$ cat src/core/ldfm_cfg.svh
// Constants for the loop DAC fault monitor: codes, bit positions, timing
`ifndef LDFM_CFG_SVH
`define LDFM_CFG_SVH

// Command bytes
`define LDFM_CMD_WR_DAC    8'h01
`define LDFM_CMD_WR_CTRL   8'h02
`define LDFM_CMD_ADC_CONV  8'h08
`define LDFM_CMD_RD_CTRL   8'h82
`define LDFM_CMD_RD_FAULT  8'h85

// Frame shape
`define LDFM_FRAME_BITS    5'h18
`define LDFM_CMD_HI        23
`define LDFM_CMD_LO        16

// Control word bits
`define LDFM_CTRL_WDOG_DIS 2
`define LDFM_CTRL_ADC_ON   7
`define LDFM_CTRL_ADC_SEL  8
`define LDFM_CTRL_NO_AUTO  11
`define LDFM_CTRL_RESET    16'h0000
`define LDFM_DAC_RESET     16'h0000

// Fault word bits
`define LDFM_FLT_SPI       15
`define LDFM_FLT_T140      11
`define LDFM_FLT_T100      10
`define LDFM_FLT_CRIT      9
`define LDFM_FLT_LOW       8

// Range straps {hi, lo} selecting the widest span
`define LDFM_RANGE_WIDE    2'b10

// Watchdog timing
`define LDFM_CLK_HZ        100000000
`define LDFM_WDOG_TIME_MS  1000

`endif

$ cat src/core/ldfm_pkg.sv
// Types shared by the loop DAC fault monitor
`default_nettype none

package ldfm_pkg;

	typedef enum logic [1:0]
	{
		ALARM_3P2,
		ALARM_22P8,
		ALARM_24
	} ldfm_alarm_t;

	typedef enum logic [0:0]
	{
		ADC_IDLE,
		ADC_WAIT
	} ldfm_adc_state_t;

endpackage : ldfm_pkg

`default_nettype wire

$ cat src/core/ldfm_monitor.sv
// Fault flags, alert pin, ADC control, watchdog and power-on alarm
`default_nettype none
`include "ldfm_cfg.svh"

module ldfm_monitor #(
	parameter int ADC_W       = 8,
	parameter int WDOG_W      = 27,
	parameter int WDOG_CYCLES = `LDFM_CLK_HZ / 1000 * `LDFM_WDOG_TIME_MS
) (
	input  wire logic                  clk,
	input  wire logic                  reset,
	input  wire logic                  sclk,
	input  wire logic                  sync_n,
	input  wire logic                  sdin,
	output var  logic                  sdo,
	input  wire logic                  temp_above_100,
	input  wire logic                  temp_above_140,
	input  wire logic                  loop_below_0p6,
	input  wire logic                  loop_above_0p7,
	input  wire logic                  loop_below_0p3,
	input  wire logic                  loop_above_0p4,
	input  wire logic                  range_sel_lo,
	input  wire logic                  range_sel_hi,
	input  wire logic                  alarm_polarity,
	input  wire logic                  adc_done,
	input  wire logic [ADC_W-1:0]      adc_data,
	output var  logic                  adc_power,
	output var  logic                  adc_source,
	output var  logic                  adc_start,
	output var  logic                  alert,
	output var  logic                  alarm_force,
	output var  ldfm_pkg::ldfm_alarm_t alarm_level,
	output var  logic [15:0]           loop_code
);
	import ldfm_pkg::*;

	localparam int NPIN = 12;

	////////////////////////////////////////////////////////////////////////
	// Pin synchronisers

	logic [NPIN-1:0] pin_s1_reg;
	logic [NPIN-1:0] pin_s2_reg;
	logic            sclk_d_reg;
	logic            sync_d_reg;

	always_ff @(posedge clk)
	begin
		pin_s1_reg <= {alarm_polarity, range_sel_hi, range_sel_lo,
			loop_above_0p4, loop_below_0p3, loop_above_0p7, loop_below_0p6,
			temp_above_140, temp_above_100, sdin, sync_n, sclk};
		pin_s2_reg <= pin_s1_reg;
		sclk_d_reg <= pin_s2_reg[0];
		sync_d_reg <= pin_s2_reg[1];
	end

	logic sclk_s;
	logic sync_s;
	logic sdin_s;
	assign sclk_s = pin_s2_reg[0];
	assign sync_s = pin_s2_reg[1];
	assign sdin_s = pin_s2_reg[2];

	// Link edges as seen by the local clock
	logic sclk_fall;
	logic sclk_rise;
	logic frame_open;
	logic frame_close;
	assign sclk_fall   = sclk_d_reg & ~sclk_s & ~sync_s;
	assign sclk_rise   = ~sclk_d_reg & sclk_s & ~sync_s;
	assign frame_open  = sync_d_reg & ~sync_s;
	assign frame_close = ~sync_d_reg & sync_s;

	////////////////////////////////////////////////////////////////////////
	// Fault flags

	logic                  t100_reg;
	logic                  t140_reg;
	logic                  low_reg;
	logic                  crit_reg;
	logic                  spi_fault_reg;
	logic [ADC_W-1:0]      adc_result_reg;

	function automatic logic [15:0] fault_word(
		input logic             spi_f,
		input logic             t140,
		input logic             t100,
		input logic             crit,
		input logic             low,
		input logic [ADC_W-1:0] result
	);
		logic [15:0] w;
		w = 16'h0000;
		w[ADC_W-1:0]      = result;
		w[`LDFM_FLT_SPI]  = spi_f;
		w[`LDFM_FLT_T140] = t140;
		w[`LDFM_FLT_T100] = t100;
		w[`LDFM_FLT_CRIT] = crit;
		w[`LDFM_FLT_LOW]  = low;
		return w;
	endfunction : fault_word

	always_ff @(posedge clk)
	begin
		if (reset)
		begin
			t100_reg <= 1'b0;
			t140_reg <= 1'b0;
		end
		else
		begin
			t100_reg <= pin_s2_reg[3];
			t140_reg <= pin_s2_reg[4];
		end
	end

	// Hysteresis: a fall below the low threshold wins over a clear
	always_ff @(posedge clk)
	begin
		if (reset)
		begin
			low_reg  <= 1'b0;
			crit_reg <= 1'b0;
		end
		else
		begin
			if (pin_s2_reg[5])
				low_reg <= 1'b1;
			else if (pin_s2_reg[6])
				low_reg <= 1'b0;
			if (pin_s2_reg[7])
				crit_reg <= 1'b1;
			else if (pin_s2_reg[8])
				crit_reg <= 1'b0;
		end
	end

	////////////////////////////////////////////////////////////////////////
	// Serial frame receive and readback

	logic [23:0] rx_reg;
	logic [4:0]  bit_cnt_reg;
	logic [23:0] tx_reg;
	logic [15:0] ctrl_reg;
	logic [15:0] resp_reg;
	logic        frame_ok;
	logic [7:0]  cmd;
	logic [15:0] data;

	assign frame_ok = frame_close && bit_cnt_reg == `LDFM_FRAME_BITS;
	assign cmd      = rx_reg[`LDFM_CMD_HI:`LDFM_CMD_LO];
	assign data     = rx_reg[15:0];

	always_ff @(posedge clk)
	begin
		if (reset)
		begin
			rx_reg      <= 24'h00_0000;
			bit_cnt_reg <= 5'h00;
		end
		else if (frame_open)
			bit_cnt_reg <= 5'h00;
		else if (sclk_fall)
		begin
			rx_reg <= {rx_reg[22:0], sdin_s};
			if (bit_cnt_reg != 5'h1f)
				bit_cnt_reg <= bit_cnt_reg + 5'h01;
		end
	end

	// Word clocked out in the frame after the one that asked for it
	always_ff @(posedge clk)
	begin
		if (reset)
			resp_reg <= 16'h0000;
		else if (frame_ok)
		begin
			if (!ctrl_reg[`LDFM_CTRL_NO_AUTO] || cmd == `LDFM_CMD_RD_FAULT)
				resp_reg <= fault_word(spi_fault_reg, t140_reg, t100_reg,
					crit_reg, low_reg, adc_result_reg);
			else if (cmd == `LDFM_CMD_RD_CTRL)
				resp_reg <= ctrl_reg;
		end
	end

	always_ff @(posedge clk)
	begin
		if (reset)
		begin
			tx_reg <= 24'h00_0000;
			sdo    <= 1'b0;
		end
		else if (frame_open)
		begin
			tx_reg <= {8'h00, resp_reg};
			sdo    <= 1'b0;
		end
		else if (sclk_rise)
		begin
			sdo    <= tx_reg[23];
			tx_reg <= {tx_reg[22:0], 1'b0};
		end
	end

	////////////////////////////////////////////////////////////////////////
	// Control and DAC registers

	always_ff @(posedge clk)
	begin
		if (reset)
		begin
			ctrl_reg  <= `LDFM_CTRL_RESET;
			loop_code <= `LDFM_DAC_RESET;
		end
		else if (frame_ok)
		begin
			if (cmd == `LDFM_CMD_WR_CTRL)
				ctrl_reg <= data;
			if (cmd == `LDFM_CMD_WR_DAC)
				loop_code <= data;
		end
	end

	////////////////////////////////////////////////////////////////////////
	// Watchdog

	logic [WDOG_W-1:0] wdog_cnt_reg;
	logic              wdog_hit;
	logic              fault_read;

	assign wdog_hit   = !ctrl_reg[`LDFM_CTRL_WDOG_DIS] && !spi_fault_reg
		&& !frame_ok && wdog_cnt_reg == WDOG_W'(WDOG_CYCLES - 1);
	// With auto readback every frame returns the fault word
	assign fault_read = frame_ok && (cmd == `LDFM_CMD_RD_FAULT
		|| !ctrl_reg[`LDFM_CTRL_NO_AUTO]);

	// Counting is frozen while the fault stands, until it is read
	always_ff @(posedge clk)
	begin
		if (reset || frame_ok)
			wdog_cnt_reg <= '0;
		else if (!ctrl_reg[`LDFM_CTRL_WDOG_DIS] && !spi_fault_reg
			&& !wdog_hit)
			wdog_cnt_reg <= wdog_cnt_reg + WDOG_W'(1);
		else if (wdog_hit)
			wdog_cnt_reg <= '0;
	end

	always_ff @(posedge clk)
	begin
		if (reset)
			spi_fault_reg <= 1'b0;
		else if (wdog_hit)
			spi_fault_reg <= 1'b1;
		else if (fault_read)
			spi_fault_reg <= 1'b0;
	end

	////////////////////////////////////////////////////////////////////////
	// Alarm current and alert pin

	always_ff @(posedge clk)
	begin
		if (reset)
			alarm_force <= 1'b1;
		else if (wdog_hit)
			alarm_force <= 1'b1;
		else if (frame_ok && cmd == `LDFM_CMD_WR_DAC && !spi_fault_reg)
			alarm_force <= 1'b0;
	end

	always_ff @(posedge clk)
	begin
		if (reset)
			alarm_level <= ALARM_3P2;
		else if (!pin_s2_reg[11])
			alarm_level <= ALARM_3P2;
		else if ({pin_s2_reg[10], pin_s2_reg[9]} == `LDFM_RANGE_WIDE)
			alarm_level <= ALARM_24;
		else
			alarm_level <= ALARM_22P8;
	end

	// Low-threshold flags stay out of the pin on purpose
	always_ff @(posedge clk)
	begin
		if (reset)
			alert <= 1'b0;
		else
			alert <= t140_reg | crit_reg | spi_fault_reg;
	end

	////////////////////////////////////////////////////////////////////////
	// On-chip ADC control

	ldfm_adc_state_t adc_state_reg;
	logic            conv_req;

	// Auto readback with the ADC on converts after every accepted frame
	assign conv_req = frame_ok && (cmd == `LDFM_CMD_ADC_CONV
		|| (ctrl_reg[`LDFM_CTRL_ADC_ON]
		&& !ctrl_reg[`LDFM_CTRL_NO_AUTO]));

	always_ff @(posedge clk)
	begin
		if (reset)
		begin
			adc_state_reg  <= ADC_IDLE;
			adc_start      <= 1'b0;
			adc_result_reg <= '0;
		end
		else
		begin
			adc_start <= 1'b0;
			case (adc_state_reg)
				ADC_IDLE:
				begin
					if (conv_req)
					begin
						adc_start     <= 1'b1;
						adc_state_reg <= ADC_WAIT;
					end
				end
				ADC_WAIT:
				begin
					if (adc_done)
					begin
						adc_result_reg <= adc_data;
						adc_state_reg  <= ADC_IDLE;
					end
				end
				default:
					adc_state_reg <= ADC_IDLE;
			endcase
		end
	end

	// A single conversion keeps the converter powered until it finishes
	always_ff @(posedge clk)
	begin
		if (reset)
		begin
			adc_power  <= 1'b0;
			adc_source <= 1'b0;
		end
		else
		begin
			adc_power  <= ctrl_reg[`LDFM_CTRL_ADC_ON] || conv_req
				|| adc_state_reg == ADC_WAIT;
			adc_source <= ctrl_reg[`LDFM_CTRL_ADC_SEL];
		end
	end

endmodule : ldfm_monitor

`default_nettype wire

$ cat config.mk
export PLATFORM = sky130hd
export DESIGN_NAME = ldfm_monitor
export DESIGN_NICKNAME = d
export VERILOG_FILES = /design/src/core/ldfm_pkg.sv /design/src/core/ldfm_monitor.sv
export VERILOG_INCLUDE_DIRS = /design/src /design/src/core
export SDC_FILE = /design/constraint.sdc
export NUM_CORES = 1
export LEC_CHECK = 0
export CAP_MARGIN = 40
export CORE_ASPECT_RATIO = 0.9
export CORE_MARGIN = 1.5
export CORE_UTILIZATION = 56
export DETAILED_ROUTE_END_ITERATION = 12
export DONT_BUFFER_PORTS = 1
export PLACE_DENSITY_LB_ADDON = 0.12
export SYNTH_ARGS = -nofsm -noshare
export SYNTH_HDL_FRONTEND = slang
export SYNTH_SLANG_ARGS = --single-unit
$ cat constraint.sdc
create_clock -name clk -period 2.1 [get_ports clk]
set_input_delay 0.315 -clock clk [delete_from_list [all_inputs] [get_ports clk]]
set_output_delay 0.315 -clock clk [all_outputs]
set_load 0.02 [all_outputs]
* After elaboration in Yosys (flattened, before gate mapping)
Index checks and enable logic that the tools add are counted. W data, S select, Z words.
Word-level totals: output and inout bits 24, logic and storage cells 104, register bits 176
Operators by class: mux-type cells 16, bitwise logic cells 15, eq/ne operators 9, reduce and logical (&&, ||, !) cells 36, $add $sub $neg 2
Operator list (number):
- $mux W16 | 4
- $mux W27 | 2
- $add A27 B1 Y27 const B | 1
- $eq A27 B27 Y1 const B | 1
- $eq A8 B8 Y1 const B | 2
- $reduce_and A2 Y1 | 6
- $reduce_bool A2 Y1 | 6
- $logic_and A1 B1 Y1 | 10
- $eq A8 B1 Y1 const B | 1
- $eq A8 B2 Y1 const B | 1
- $eq A8 B4 Y1 const B | 1
- $mux W1 | 8
- $reduce_or A2 Y1 | 4
- $not A1 Y1 | 7
- $and A1 B1 Y1 | 6
- $add A5 B1 Y5 const B | 1
- $eq A5 B5 Y1 const B | 1
- $logic_not A1 Y1 | 5
- $logic_or A1 B1 Y1 | 5
- $ne A5 B5 Y1 const B | 1
- $eq A2 B2 Y1 const B | 1
- $mux W2 | 1
- $or A1 B1 Y1 | 2
- $pmux W1 S2 | 1

* Longest topological paths before layout
depth after elaboration 9, depth in mapped cells 8, gate-level depth less buffers 7

* Least setup slack after synthesis
Ideal clock, no wire load.
path kind register -> register, start register wdog_cnt_reg[8], end register wdog_cnt_reg[25], path slack 0.104 ns, data arrival time 1.867 ns, setup time 0.130 ns, data required time 1.970 ns, stages on the path, launching flop included 7, path buffers 2, cell sequence dfxtp_1 -> or4_1 -> or4_1 -> buf_2 -> o211ai_4 -> buf_6 -> a21oi_1
On the way: longest elaborated chain between the ends 5, elaborated cells between the ends (all ways) 7, classes of those cells add/sub (1); eq/ne (1); mux (1); reduce/logical (4)
RTL lines:
- start: declaration | RTL line ldfm_monitor.sv:227 | logic [WDOG_W-1:0] wdog_cnt_reg;
- start signal: assignment | RTL line ldfm_monitor.sv:244 | wdog_cnt_reg <= wdog_cnt_reg + WDOG_W'(1);
- parallel branches: the longest is 5 deep, another holds $add A27 B1 Y27
Several ways; the timed one is not identified. A chain may end at the register's enable or synchronous reset.

* Final worst setup path
start register wdog_cnt_reg[19], end register wdog_cnt_reg[25]
Same word-level chain as after synthesis.

==> results.sh <==
export IMPL_gr_max_usage_layer="met2"
export IMPL_post_route_period_util_pct=96.3
export IMPL_gp_congestion=0.883
export IMPL_worstSetupEndpointType="register"
export IMPL_coreArea_mm2=0.0120
export IMPL_cts_buffer_depth=2
export IMPL_syn_cell_area_mm2=0.00682
export IMPL_setup_slack_ns=0.0776
export IMPL_finalCriticalPeriod_ns=2.02
export IMPL_synth_main_ff_cell="dfxtp_1"
export IMPL_start_util_pct=56.9
export IMPL_p_comb_share_pct=2.7
export IMPL_ff2ff_path_depth=5
export IMPL_rr_startpoint="wdog_cnt_reg[19]"
export IMPL_cts_max_level=4
export IMPL_grt_max_degree=93
export IMPL_die_x_um=119
export IMPL_synth_edf_count=0
export IMPL_ff2ff_setup_slack_ns=0.08
export IMPL_io_pin_count=47
export IMPL_met3_usage_pct=5.56
export IMPL_area_growth_pct=15.5
export IMPL_cts_root_buffer="clkbuf_16"
export IMPL_critPathLaunchType="register"
export IMPL_drt_pre_antenna_iters=5
export IMPL_clk_latency_ns=0.43
export IMPL_cts_inserted_buffers=17
export IMPL_cp_max_fo=12
export IMPL_antenna_found_initial=0
export IMPL_drc=0
export IMPL_dp_cells=927
export IMPL_cp_data_required_time_ns=2.39
export IMPL_synthCells=788
export IMPL_dieArea_mm2=0.0128
export IMPL_hold_viol=0
export IMPL_async_flop_share_pct=0
export IMPL_irDropWorstVdd_v=0.000584
export IMPL_swShare_pct=21.9
export IMPL_portBuffers=0
export IMPL_r2r_end="wdog_cnt_reg[25]"
export IMPL_min_to="adc_result_reg[2]"
export IMPL_min_from="adc_data[2]"
export IMPL_ant_nets=0
export IMPL_drive_gt1_share_pct=9.96
export IMPL_rsz0062_at_grt="no"
export IMPL_routed_wl_mm=15.6
export IMPL_use_met2_pct=41.0
export IMPL_pwr_density_cell_mw_per_mm2=857
export IMPL_path_class="register to register"
export IMPL_n_antenna_cell=0
export IMPL_ys_ff_latch=176
export IMPL_p_leak_uw=0.00265
export IMPL_grt_pass1_wl_mm=25.8
export IMPL_setup_tns_final_ns=0
export IMPL_hold_depth=2
export IMPL_clock_sinks=176
export IMPL_largest_reg_flops=27
export IMPL_routedWlPerCell_um=16.0
export IMPL_slowest_delay_ns=0.56
export IMPL_cts_tree="built"
export IMPL_netlist_cell_type_count=55
export IMPL_skew_ns=0.0144
export IMPL_num_rows=38
export IMPL_synth_avg_cell_area_um2=8.65
export IMPL_worstHoldPathType="primary input to register"
export IMPL_syn_nets=815
export IMPL_design_area_mm2=0.00788
export IMPL_grt_overflow=0
export IMPL_drt_iter0_drc=390
export IMPL_cp_slowest_cell="or4_4"
export IMPL_max_freq_mhz=494
export IMPL_grt_pass1_vias=5387
export IMPL_die_h_um=108
export IMPL_power_frac_seq_pct=50.8
export IMPL_drv_slew=0
export IMPL_synth_warnings=0
export IMPL_dp_slack_ns=0.00552
export IMPL_place_area_mm2=0.00710
export IMPL_cp_startpoint="wdog_cnt_reg[19]"
export IMPL_maxSlewHeadroom_pct=60.3
export IMPL_maxCapViolCount=0
export IMPL_worstMarginPinSlew_ns=0.595
export IMPL_clockPowerShare_pct=46.4
export IMPL_synth_seq_area_share_pct=51.7
export IMPL_intPower_uw=5270
export IMPL_final_cells=973
export IMPL_grt_use_total_pct=25.0
export IMPL_path_clk_slew_ns=0.06
export IMPL_cp_arrival_ns=2.32
export IMPL_dp_hpwl_mm=10.2
export IMPL_grt_util_met1_pct=31.7
export IMPL_utilization_pct=65.7
export IMPL_vias=5699
export IMPL_power_switching_uw=1480
export IMPL_crit_chain="or4b_1, or4_4, o211ai_4, buf_6, a21oi_1"
export IMPL_avgViaCountPerCell=5.86
export IMPL_nets=827
export IMPL_outcome="complete, no violations"
export IMPL_setup_violations=0
[final cells by class]
cell class / count / area, µm²
clock buffer: 19 / 443
sequential: 176 / 3520
fill: 993 / 4110
multi-input combinational: 539 / 3020
inverter: 15 / 56.3
tap: 160 / 200
clock inverter: 13 / 151
timing repair buffer: 51 / 480
[cells in the final DEF (no fill, tap or decap), types with 6 or more instances in the layout]
cell	n
xnor2_1	7
clkbuf_16	17
buf_4	32
nand3_1	51
dfxtp_1	176
o21ai_0	44
a311oi_1	16
or3_1	10
inv_1	15
nand4_1	24
dlygate4sd3_1	13
nand2_1	136
or4_1	6
o221ai_1	14
a21oi_1	96
nor2_1	43
mux2i_1	13
[worst max-delay path: cells and delay by family (launching register included)]
family / cells / cell delay (ns)
buffers and inverters: 1 / 0.17
AND/OR/NAND/NOR: 2 / 1.11
AO/OA/AOI/OAI: 2 / 0.28
flip-flops: 1 / 0.33
[per-layer routing]
metal  wire length (µm)  vias to the layer above
met5                  0                        -
met1               7140                     2708
met3                706                       19
met4                269                        0
met2               7440                      132
li1                   -                     2840
[through the flow]
| step | total power (µW) | hold WS (ns) |
|---|---|---|
| floorplan | 3620 | 0.310 |
| finish | 6750 | 0.0368 |
| CTS | 6800 | 0.0178 |
| detailed placement | 3640 | 0.312 |
| global placement | 3630 | 0.310 |
| global route | 6950 | 0.0309 |
[worst max-delay path by stage]
stage	slack (ns)	end
after detailed placement	0.006	wdog_cnt_reg[25]
final	0.08	wdog_cnt_reg[25]
after CTS	0.05	wdog_cnt_reg[25]
after global routing	0.01	wdog_cnt_reg[22]
after global placement	0.01	wdog_cnt_reg[25]
after floorplan	0.10	wdog_cnt_reg[25]
[cell families (layout without fill, tap and decap cells)]
group	after synthesis	after routing	share of synthesized area, %
simple gates	322	322	23.4
compound gates	188	188	16.4
flops	176	176	51.7
buf+inv	73	98	4.33
mux	13	13	1.91
xor+xnor	12	12	1.54
fa+ha+maj	4	4	0.734
[power by group through the flow]
stage	combinational, µW	clock, µW	sequential, µW
finish	186	3130	3430
global route	203	3320	3440
CTS	183	3190	3430
detailed placement	130	0	3510
global placement	125	0	3500
floorplan	126	0	3500
[cell usage after synthesis, types with 4 or more instances]
library cell / n / area [µm²]
dfxtp_1: 176 / 3520
a311oi_1: 16 / 140
o221ai_1: 14 / 123
nand2_1: 136 / 510
clkbuf_1: 47 / 176
mux2i_1: 13 / 130
and3_1: 4 / 25.0
o21ai_0: 44 / 220
buf_2: 5 / 25.0
nor2_1: 43 / 161
nand3_1: 51 / 255
ha_1: 4 / 50.1
a21oi_1: 96 / 480
o31ai_1: 5 / 37.5
inv_1: 15 / 56.3
nand4_1: 24 / 150
buf_1: 4 / 15.0
xor2_1: 5 / 43.8
nor4_1: 4 / 25.0
or3_1: 10 / 62.6
nor3_1: 4 / 20.0
or4_1: 8 / 60.1
xnor2_1: 7 / 61.3
nor2b_1: 5 / 31.3
[repair_timing]
action / CTS / global route
endpoints found under the setup margin: 24 / 8
gates resized for setup: 1 / 5
endpoints found under the hold margin: 104 / 0
buffers inserted: 0 / 0
hold buffers: 14 / 0
pin swaps: 0 / 1
Power figures use the tool's default switching activity.
